$ cat config.mk
export PLATFORM = sky130hd
export DESIGN_NAME = cms_status_regs
export DESIGN_NICKNAME = d
export VERILOG_FILES = /design/src/cms_pkg.sv /design/src/cms_offset_sampler.sv /design/src/cms_status_regs.sv
export SDC_FILE = /design/constraint.sdc
export NUM_CORES = 1
export LEC_CHECK = 0
export BUFFER_PORTS_ARGS = -buffer_cell sky130_fd_sc_hd__buf_2
export CAP_MARGIN = 20
export CORE_MARGIN = 4
export CORE_UTILIZATION = 40
export DETAILED_ROUTE_END_ITERATION = 16
export PLACE_DENSITY = 0.69
export SLEW_MARGIN = 5
export SYNTH_ARGS = -nofsm -noshare
export SYNTH_HDL_FRONTEND = slang
export SYNTH_SLANG_ARGS = --single-unit
$ cat constraint.sdc
create_clock -name clock -period 1.83 [get_ports clock]
set_input_delay 0.366 -clock clock [delete_from_list [all_inputs] [get_ports clock]]
set_output_delay 0.366 -clock clock [all_outputs]
set_load 0.02 [all_outputs]
$ cat src/cms_pkg.sv
// Shared constants for the clock monitor status register block
package cms_pkg;
    // Bus decode
    localparam int ADDR_W = 8;
    localparam logic [1:0] HTRANS_NONSEQ = 2'h2;
    localparam logic [1:0] HTRANS_SEQ = 2'h3;
    // Register byte offsets
    localparam logic [7:0] CRYSTAL_LOSS_STATUS_OFS = 8'h00;
    localparam logic [7:0] CRYSTAL_OFFSET_STATUS_OFS = 8'h04;
    localparam logic [7:0] OUTPUT_FREQ_CHECK_STATUS_OFS = 8'h08;
    localparam logic [7:0] CRYSTAL_DISABLE_CTRL_OFS = 8'h0C;
    localparam logic [7:0] EVENT_STATUS_OFS = 8'h10;
    localparam logic [7:0] EVENT_MASK_OFS = 8'h14;
    // Sizes
    localparam int NUM_CRYSTALS = 2;
    localparam int NUM_OUTPUTS = 12;
    localparam int OFFSET_W = 8;
    localparam int EVT_W = 4;
    // Field positions
    localparam int LOS_LSB = 0;
    localparam int INVALID_LSB = 2;
    localparam int LOSS_RSVD_LSB = 4;
    localparam int OFFSET_LSB = 0;
    localparam int OUT_TRUE_LSB = 0;
    localparam int OUT_INV_LSB = 12;
    localparam int FREQ_RSVD_LSB = 24;
    localparam int EVT_XTAL0_INVALID = 0;
    localparam int EVT_XTAL1_INVALID = 1;
    localparam int EVT_OFFSET_REFRESH = 2;
    localparam int EVT_OUTPUT_FAIL = 3;
    // Reset values
    localparam logic [1:0] LOS_RESET = 2'h0;
    localparam logic [1:0] INVALID_RESET = 2'h0;
    localparam logic [7:0] OFFSET_RESET = 8'h00;
    localparam logic [11:0] OUT_FAIL_RESET = 12'h000;
    localparam logic [1:0] DISABLE_RESET = 2'h0;
    localparam logic [3:0] EVT_RESET = 4'h0;
    localparam logic [3:0] MASK_RESET = 4'h0;
    // Crystal clock cycles between offset refreshes
    localparam int XTAL_REFRESH_CYCLES = 500000;
endpackage

$ cat src/cms_offset_sampler.sv
// Crystal offset sampler refreshed on a fixed count of crystal cycles
`timescale 1ns/1ps
`default_nettype none
module cms_offset_sampler #(
    parameter int REFRESH_CYCLES = cms_pkg::XTAL_REFRESH_CYCLES,
    parameter int OFFSET_W = cms_pkg::OFFSET_W
) (
    // Clock and reset
    input wire logic clock,
    input wire logic reset_n,
    // Crystal monitor side
    input wire logic xtalTick,
    input wire logic [OFFSET_W-1:0] ppmMeasure,
    // Captured reading
    output logic [OFFSET_W-1:0] ppmValue_q,
    output logic refresh_q
);
    localparam int CNT_W = $clog2(REFRESH_CYCLES);
    localparam logic [CNT_W-1:0] LAST_COUNT = CNT_W'(REFRESH_CYCLES - 1);

    logic [CNT_W-1:0] tickCount_q;
    logic wrap;

    assign wrap = xtalTick && (tickCount_q == LAST_COUNT);

    // Counts crystal clock cycles
    always_ff @(posedge clock) begin
        if (!reset_n) begin
            tickCount_q <= '0;
        end else if (wrap) begin
            tickCount_q <= '0;
        end else if (xtalTick) begin
            tickCount_q <= tickCount_q + CNT_W'(1);
        end
    end

    // Captures the raw offset once per interval
    always_ff @(posedge clock) begin
        if (!reset_n) begin
            ppmValue_q <= cms_pkg::OFFSET_RESET;
            refresh_q <= 1'b0;
        end else begin
            refresh_q <= wrap;
            if (wrap) begin
                ppmValue_q <= ppmMeasure;
            end
        end
    end
endmodule // cms_offset_sampler
`default_nettype wire

$ cat src/cms_status_regs.sv
// Clock monitor status registers behind an AHB-Lite slave
//
// What this block does
// - A crystal reads invalid while its loss or stability monitor rejects it.
// - A crystal also reads invalid while software disables it.
// - Crystal invalid flags sit at bits 3:2, crystal one above crystal zero.
// - Live loss-of-signal flags sit at bits 1:0, crystal one above zero.
// - The offset register shows the raw 2 ppm per step reading in 7:0.
// - The offset reading refreshes once per 500000 crystal clock cycles.
// - Bits 23:12 hold the inverted output verdicts of the last window.
// - Bits 11:0 hold the true output verdicts of the last window.
// - Bit n of each twelve-bit field belongs to output clock n.
`timescale 1ns/1ps
`default_nettype none
module cms_status_regs #(
    parameter int REFRESH_CYCLES = cms_pkg::XTAL_REFRESH_CYCLES,
    parameter int NUM_OUT = cms_pkg::NUM_OUTPUTS
) (
    // Clock and reset
    input wire logic clock,
    input wire logic reset_n,
    // AHB-Lite slave
    input wire logic hsel,
    input wire logic [31:0] haddr,
    input wire logic [1:0] htrans,
    input wire logic hwrite,
    input wire logic [2:0] hsize,
    input wire logic hready,
    input wire logic [31:0] hwdata,
    output logic hreadyout,
    output logic hresp,
    output logic [31:0] hrdata,
    // Crystal monitors
    input wire logic [1:0] losDetect,
    input wire logic [1:0] stabilityFail,
    input wire logic xtalTick,
    input wire logic [7:0] ppmMeasure,
    // Output frequency monitors
    input wire logic windowDone,
    input wire logic [NUM_OUT-1:0] trueOutFail,
    input wire logic [NUM_OUT-1:0] invertedOutFail,
    // Interrupt
    output logic irq
);
    localparam int AW = cms_pkg::ADDR_W;

    logic [1:0] los_q;
    logic [1:0] invalid_q;
    logic [1:0] xtalDisable_q;
    logic [NUM_OUT-1:0] trueFail_q;
    logic [NUM_OUT-1:0] invFail_q;
    logic [7:0] ppmValue;
    logic ppmRefresh;
    logic [3:0] evt_q;
    logic [3:0] evt_d;
    logic [3:0] evtSet;
    logic [3:0] evtClr;
    logic [3:0] mask_q;
    logic [31:0] rdata_q;
    logic wrPend_q;
    logic [AW-1:0] wrAddr_q;
    logic addrPhase;
    logic rdAccept;
    logic wrAccept;
    logic [AW-1:0] addrLow;
    logic [NUM_OUT-1:0] newTrueFail;
    logic [NUM_OUT-1:0] newInvFail;

    // Offset refresh counter and capture
    cms_offset_sampler #(
        .REFRESH_CYCLES(REFRESH_CYCLES),
        .OFFSET_W(cms_pkg::OFFSET_W)
    ) offsetSampler (
        .clock(clock),
        .reset_n(reset_n),
        .xtalTick(xtalTick),
        .ppmMeasure(ppmMeasure),
        .ppmValue_q(ppmValue),
        .refresh_q(ppmRefresh)
    );

    // Matches an address against a register offset
    function automatic logic hitReg(input logic [AW-1:0] a,
                                    input logic [7:0] ofs);
        hitReg = (a == AW'(ofs));
    endfunction

    // Assembles the read word for an offset
    function automatic logic [31:0] readWord(input logic [AW-1:0] a);
        logic [31:0] w;
        w = 32'h0000_0000;
        if (hitReg(a, cms_pkg::CRYSTAL_LOSS_STATUS_OFS)) begin
            w[cms_pkg::LOS_LSB +: 2] = los_q;
            w[cms_pkg::INVALID_LSB +: 2] = invalid_q;
        end else if (hitReg(a, cms_pkg::CRYSTAL_OFFSET_STATUS_OFS)) begin
            w[cms_pkg::OFFSET_LSB +: 8] = ppmValue;
        end else if (hitReg(a, cms_pkg::OUTPUT_FREQ_CHECK_STATUS_OFS)) begin
            w[cms_pkg::OUT_TRUE_LSB +: NUM_OUT] = trueFail_q;
            w[cms_pkg::OUT_INV_LSB +: NUM_OUT] = invFail_q;
        end else if (hitReg(a, cms_pkg::CRYSTAL_DISABLE_CTRL_OFS)) begin
            w[1:0] = xtalDisable_q;
        end else if (hitReg(a, cms_pkg::EVENT_STATUS_OFS)) begin
            w[3:0] = evt_q;
        end else if (hitReg(a, cms_pkg::EVENT_MASK_OFS)) begin
            w[3:0] = mask_q;
        end
        readWord = w;
    endfunction

    // Bus handshake: zero wait states, always OKAY
    assign hreadyout = 1'b1;
    assign hresp = 1'b0;
    assign hrdata = rdata_q;
    assign addrLow = haddr[AW-1:0];
    assign addrPhase = hsel && hready &&
        (htrans == cms_pkg::HTRANS_NONSEQ || htrans == cms_pkg::HTRANS_SEQ);
    assign rdAccept = addrPhase && !hwrite;
    assign wrAccept = addrPhase && hwrite;

    // Read data captured at the end of the address phase
    always_ff @(posedge clock) begin
        if (!reset_n) begin
            rdata_q <= 32'h0000_0000;
        end else if (rdAccept) begin
            rdata_q <= readWord(addrLow);
        end
    end

    // Write address held into the data phase
    always_ff @(posedge clock) begin
        if (!reset_n) begin
            wrPend_q <= 1'b0;
            wrAddr_q <= '0;
        end else if (hready) begin
            wrPend_q <= wrAccept;
            wrAddr_q <= addrLow;
        end
    end

    // Software control registers; status offsets take no write
    always_ff @(posedge clock) begin
        if (!reset_n) begin
            xtalDisable_q <= cms_pkg::DISABLE_RESET;
            mask_q <= cms_pkg::MASK_RESET;
        end else if (wrPend_q) begin
            if (hitReg(wrAddr_q, cms_pkg::CRYSTAL_DISABLE_CTRL_OFS)) begin
                xtalDisable_q <= hwdata[1:0];
            end
            if (hitReg(wrAddr_q, cms_pkg::EVENT_MASK_OFS)) begin
                mask_q <= hwdata[3:0];
            end
        end
    end

    // Crystal loss and invalid flags
    always_ff @(posedge clock) begin
        if (!reset_n) begin
            los_q <= cms_pkg::LOS_RESET;
            invalid_q <= cms_pkg::INVALID_RESET;
        end else begin
            los_q <= losDetect;
            invalid_q <= losDetect | stabilityFail | xtalDisable_q;
        end
    end

    // Output verdicts latched at the close of each window
    always_ff @(posedge clock) begin
        if (!reset_n) begin
            trueFail_q <= NUM_OUT'(cms_pkg::OUT_FAIL_RESET);
            invFail_q <= NUM_OUT'(cms_pkg::OUT_FAIL_RESET);
        end else if (windowDone) begin
            trueFail_q <= trueOutFail;
            invFail_q <= invertedOutFail;
        end
    end

    // Event sources
    assign newTrueFail = trueOutFail & ~trueFail_q;
    assign newInvFail = invertedOutFail & ~invFail_q;
    always_comb begin
        evtSet = 4'h0;
        evtSet[cms_pkg::EVT_XTAL0_INVALID] =
            (losDetect[0] | stabilityFail[0] | xtalDisable_q[0]) &
            ~invalid_q[0];
        evtSet[cms_pkg::EVT_XTAL1_INVALID] =
            (losDetect[1] | stabilityFail[1] | xtalDisable_q[1]) &
            ~invalid_q[1];
        evtSet[cms_pkg::EVT_OFFSET_REFRESH] = ppmRefresh;
        evtSet[cms_pkg::EVT_OUTPUT_FAIL] =
            windowDone && ((|newTrueFail) || (|newInvFail));
    end

    // Event status clears on read, a new event wins
    always_comb begin
        evtClr = 4'h0;
        if (rdAccept && hitReg(addrLow, cms_pkg::EVENT_STATUS_OFS)) begin
            evtClr = 4'hF;
        end
        evt_d = (evt_q & ~evtClr) | evtSet;
    end

    always_ff @(posedge clock) begin
        if (!reset_n) begin
            evt_q <= cms_pkg::EVT_RESET;
        end else begin
            evt_q <= evt_d;
        end
    end

    assign irq = |(evt_q & mask_q);
endmodule // cms_status_regs
`default_nettype wire

==> Yosys cells after proc, flatten, opt, wreduce, memory -nomap -nowiden <==
Cells that the tools add are included.
{ "word_totals": {"register_bits": 99, "in_bits": 112, "output_inout_bits": 35} }
{ "op_classes": {"addsub": 1, "n_reduce_logical": 17, "n_mux": 11, "bitwise_logic": 19, "eq_ne": 10} }
{ "ops": {"columns": ["cell", "count"], "rows": [
  ["$mux 20", 2],
  ["$and 12x12->12", 2],
  ["$eq 8x4->1 const B", 3],
  ["$eq 8x5->1 const B", 3],
  ["$not 12->12", 2],
  ["$reduce_or 12->1", 2],
  ["$mux 4", 5],
  ["$add 19x1->19 const B", 1],
  ["$eq 19x19->1 const B", 1],
  ["$mux 16", 1],
  ["$and 4x4->4", 2],
  ["$eq 8x3->1 const B", 1],
  ["$logic_not 8->1", 1],
  ["$mux 8", 1],
  ["$logic_and 1x1->1", 7],
  ["$eq 2x2->1 const B", 2],
  ["$mux 2", 2],
  ["$not 4->4", 1],
  ["$or 1x1->1", 4],
  ["$or 2x2->2", 2],
  ["$or 4x4->4", 1],
  ["$reduce_and 2->1", 2],
  ["$reduce_or 4->1", 1],
  ["$not 1->1", 3],
  ["other kinds (4)", 6]
]} }

==> Logic depth before layout (Yosys ltp) <==
{ "depth": {"word_depth": 9, "mapped_depth": 6, "mapped_depth_nobuf": 5} }

==> By module <==
Synthesis repeated with hierarchy kept, for this count alone.
{ "hier_totals": {"cells_unflattened": 469, "hier_area_um2": 4536.9} }
{ "modules_own_cells": {"columns": ["module", "seq_area_each_um2", "instances", "cells_each", "area_per_inst_um2"], "rows": [
  ["cms_status_regs", 1421.4, 1, 330, 3266.9],
  ["cms_offset_sampler", 560.5, 1, 139, 1270.0]
]} }

==> Worst setup path before layout <==
Ideal clock, no wire load.
{ "synth_timing": {"kind": "reg2reg", "start": "reg offsetSampler.tickCount_q[0]", "end": "reg offsetSampler.ppmValue_q[0]", "path_buffers": 1, "arrival_time_ns": 1.509, "path_slack_ns": 0.250, "setup_time_ns": 0.072, "stages_incl_launch_ff": 7, "cell_sequence": "dfxtp_1 ha_1 and3_1 nand4_1 nor3_1 buf_4 mux2i_1"} }
{ "synth_between": {"elab_chain_cells": 2} }
{ "synth_rtl": {"columns": ["item", "line_no", "source"], "rows": [
  ["start: declaration", "cms_offset_sampler.sv:21", "logic [CNT_W-1:0] tickCount_q;"],
  ["start signal: assignment", "cms_offset_sampler.sv:33", "tickCount_q <= tickCount_q + CNT_W'(1);"],
  ["$eq 19x19->1", "cms_offset_sampler.sv:24", "assign wrap = xtalTick && (tickCount_q == LAST_COUNT);"],
  ["$logic_and 1x1->1", "cms_offset_sampler.sv:24", null],
  ["end signal: assignment", "cms_offset_sampler.sv:40", "ppmValue_q <= cms_pkg::OFFSET_RESET;"],
  ["end signal: assignment", "cms_offset_sampler.sv:45", "ppmValue_q <= ppmMeasure;"],
  ["end: declaration", "cms_offset_sampler.sv:15", "output logic [OFFSET_W-1:0] ppmValue_q,"]
]} }
No other way between the ends.
A chain may end at the register's enable or synchronous reset.

==> Worst setup path after layout <==
{ "layout_timing": {"start": "reg offsetSampler.tickCount_q[1]", "end": "reg offsetSampler.tickCount_q[14]"} }
{ "layout_between": {"elab_chain_cells": 3} }
{ "layout_rtl": {"columns": ["item"], "rows": [
  ["branches (longest 3 deep; another with $add 19x1->19)"]
]} }
Several ways; the timed one is not identified.

==> summary.md <==
From left edge to right edge, the die measures 114 um. Final cell area excluding filler cells: 5300 um2. The cell at the root of the clock tree was clkbuf_8. The number of violations of the max-capacitance limit was 0. The startpoint identified for the worst register-to-register timing path is offsetSampler.tickCount_q[1].

The main combinational cell family by area after synthesis was simple AND/OR/NAND/NOR gates. Timing would allow up to 598 MHz. The logs give 1.07 mW for the switching power summed over all nets and 10,600 um for the total detailed-routing wirelength. During synthesis, Yosys emitted a total of 0 warnings. The sequential cell area fraction in the yosys report is 44.3%.

The first global-routing pass estimated 17,500 um of wire. Row generation in the floorplan step produced 38 rows. The first detailed-routing pass ran for 4 iterations. The HPWL after detailed placement is 8070 um.

Number of instances in the synthesized netlist: 483. Kind of end point of the critical path: a flip-flop. The number of input and output port buffers inserted works out to 80. The die is 114 um tall. For the core region area, the log shows 10,900 um2. The number of global-route vias before repair was 3,619; the worst-case reg-to-reg path depth was 6.

Along the worst hold path, the cell count comes to 2. Average cell area after synthesis: 9.26 um2. The longest clock path from root to sink contains 2 buffers. The synthesized netlist devotes 0.280% of its cell area to adder and majority cells. Of the total synthesized cell area, the portion taken by AND, OR, NAND and NOR gates is 24.1%. Entering global routing, the biggest net connects 25 pins. In this run, the number of DRC markers left after iteration 0 of detailed routing was 215. The worst register-to-register path ends at offsetSampler.tickCount_q[14]. Cells with a size suffix above 1 make up 26.7% of the layout.

The worst slew margin relative to its limit is 66.3%, and the final setup skew is 13.2 ps. The maximum net fanout on the critical path came out at 4. The worst setup path is launched from a flip-flop. The worst-case IR drop observed on VDD is 0.000539 V. Most common flop cell mapped by yosys: dfxtp_1. Compared with the post-synthesis result, the final layout area differs by 18.5%. In the routed design, unresolved DRC markers number 0. For the initial cell density of the core, the log shows 41.1%. The run gives 0 as the number of max-slew violations in the final report. The total via count in the routed design is 3,719, and the minimum period implied by the final worst setup slack is 1670 ps.

The initial antenna violation count came out at 1. The repair_antennas step left the layout with diodes totalling 0. Buffers added to address setup during post-CTS repair amount to 0. The tools report the combinational power share as 9.3%. The tools report the source of the worst hold timing path as losDetect[1]. After layout, the worst path uses 91.4% of the clock period. The areal power density over the cells is 776 nW/um2, and the pin slew with the least headroom to its limit is 493 ps.

The register bit total from synthesis was 99. In the synthesized netlist, mux cells make up 10.1% of the area. Summing every instance area after synthesis gives 4470 um2. The category of the most critical setup path was reg2reg. After clock tree synthesis, the clock-pin slew on the worst setup and hold paths is 100 ps. STA puts the critical path data required time at 2140 ps. For the aggregate global-route resource usage, the log shows 16.9%. The synthesized netlist devotes 2.94% of its cell area to XOR and XNOR gates. Routability-driven placement finished with a final weighted congestion of 0.792. The tools report the number of primary I/O pins as 147. The run gives 160 ps as the slack of the worst reg-to-reg path. The area after detailed placement is 5080 um2.

Leaving out fill and tap cells, the most frequent cell in the layout is dfxtp_1. The number of synthesized flops with an enable pin came out at 0. Worst hold path endpoint: los_q[1]. Sequential cells account for 55.0% of the total power.

At the worst endpoint, the arrival time is 1980 ps. Average routed wire per standard cell: 14.9 um. The filler cells instantiated in the layout total 1,022. The total of endpoints with negative setup slack in the final report is 0. The number of nets with antenna violations after detailed routing was 0; the area fraction in compound gates after synthesis was 12.7%. The tools report the leakage power as 2.16 nW.

TritonCTS built the clock tree. After global routing the overflow that remains totals 0. Of the total power, the share spent switching nets is 26.1%. The tools report the count of endpoints failing hold in the final timing report as 0. At the end of the flow, the number of nets in the layout was 680.

The tools report the final total negative setup slack as 0 ps. CTS built an H-tree with a depth of 3. Internal power comes to 3.04 mW. In the synthesized netlist the async set-or-reset flop fraction comes to 0%. CTS saw 99 sinks.

In the layout the commonest cells are dfxtp_1, buf_2, nor2_1, mux2i_1, nand2_1. For the worst-skew pair later-pin latency, the log shows 370 ps. The run gives 58 as the number of unique standard cell types used by synthesis. The die covers 12,900 um2. The worst min-delay path class is in2reg.

In this run, CTS created clock tree buffers numbering 9. Cells fill 48.7% of the core in the end. Dividing the detail-routed via count by the number of cells gives 5.22. Setup repair after global routing left no endpoint under its margin. The clock network accounts for 35.7% of the total power. The flow ran to the end, and the final reports show no timing, DRC or antenna violations.
-- state kept, by name, summed over array words and instances (netlist names), 4 cells and up --
register,cells
offsetSampler.tickCount_q,19
offsetSampler.ppmValue_q,8
hrdata,24
trueFail_q,12
invFail_q,12
evt_q,4
mask_q,4
wrAddr_q,8
-- metal layers --
| layer | part of all wire, % | GRT usage (%) | up-vias |
|---|---|---|---|
| met4 | 1.3 | 6.01 | 2 |
| met5 | 0.11 | 0 | - |
| met3 | 6.6 | 4.72 | 15 |
| met2 | 48 | 28.0 | 107 |
| li1 | - | - | 1855 |
| met1 | 44 | 21.1 | 1740 |
-- worst max-delay path by stage --
| stage | startpoint | endpoint | slack, ps | depth (start not counted) |
|---|---|---|---|---|
| after floorplan | offsetSampler.tickCount_q[0] | offsetSampler.ppmValue_q[0] | 250 | 6 |
| after global placement | haddr[7] | hrdata[3] | 90 | 5 |
| after detailed placement | haddr[7] | hrdata[3] | 70 | 5 |
| after CTS | offsetSampler.tickCount_q[0] | offsetSampler.ppmValue_q[6] | 60 | 6 |
| after global routing | offsetSampler.tickCount_q[1] | offsetSampler.tickCount_q[14] | 10 | 6 |
| final | offsetSampler.tickCount_q[1] | offsetSampler.tickCount_q[14] | 160 | 6 |
-- worst max-delay path, stage by stage, from the launching register on --
cell	delay, ps
dfxtp_1	360
ha_2	210
and3_1	220
nand4_1	160
buf_4	190
or3_1	340
a21oi_1	140
-- cell type report --
type / instances / area (um2) / area share, %
inverter: 12 / 45.0 / 0.850
multi-input combinational: 344 / 2290 / 43.3
clock buffer: 9 / 124 / 2.34
sequential: 99 / 1980 / 37.4
tap: 140 / 175 / 3.31
clock inverter: 7 / 82.6 / 1.56
timing repair buffer: 101 / 596 / 11.2
-- what timing repair did --
item,in CTS,in global routing
resized for setup,0,4
hold buffers,0,0
endpoints found under the setup margin,0,9
-- cell usage after synthesis, types with 2 or more instances --
cell	number	area, um2
mux2i_1	45	450
o21ai_0	8	40.0
xnor2_1	11	96.3
nor4_2	2	25.0
dfxtp_1	99	1980
nor2_2	10	62.6
buf_2	4	20.0
nand2_1	28	105
or4_1	3	22.5
or2_2	3	18.8
nand3_1	15	75.1
a211oi_1	2	15.0
nor4_1	6	37.5
o31ai_1	2	15.0
a32o_1	2	20.0
o22ai_1	2	12.5
and2_1	2	12.5
inv_1	12	45.0
nor4b_1	2	17.5
nand2b_1	9	56.3
a2bb2oi_1	2	17.5
buf_1	4	15.0
a22o_1	4	35.0
clkbuf_1	14	52.6
a22oi_2	10	125
nand4_1	11	68.8
xor2_1	4	35.0
a22oi_1	12	90.1
a2111oi_0	4	35.0
a221oi_1	2	17.5
nor3_1	10	50.1
or3_1	2	12.5
nor2b_1	15	93.8
buf_4	13	97.6
nand3b_1	2	15.0
a21oi_1	12	60.1
and3_1	2	12.5
nor2_1	68	255
o32ai_1	4	35.0
conb_1	2	7.51
o21a_1	2	15.0
-- logic make-up (layout without fill, tap and decap cells) --
group,count (synthesis),in the layout
xor+xnor,15,15
fa+ha+maj,1,1
simple gates,201,201
buf+inv,48,129
other cells,2,10
mux,45,45
compound gates,72,72
flops,99,99
-- stage by stage --
stage | power [mW] | worst slack [ps] | hold slack, ps | instances
after floorplan | 2.55 | 250 | 413 | 491
after global placement | 2.68 | 94.2 | 421 | 696
after detailed placement | 2.69 | 68.9 | 434 | 696
after CTS | 4.18 | 61.3 | 182 | 712
after global routing | 4.30 | 9.77 | 190 | 712
final | 4.11 | 157 | 209 | 712
-- power groups by stage --
stage / Combinational (mW) / Clock [mW] / Sequential, mW
6_report: 0.383 / 1.47 / 2.26
2_1_floorplan: 0.255 / 0 / 2.30
4_1_cts: 0.384 / 1.53 / 2.26
3_3_place_gp: 0.373 / 0 / 2.31
5_1_grt: 0.428 / 1.61 / 2.27
3_5_place_dp: 0.383 / 0 / 2.31
Power figures use the tool's default switching activity.
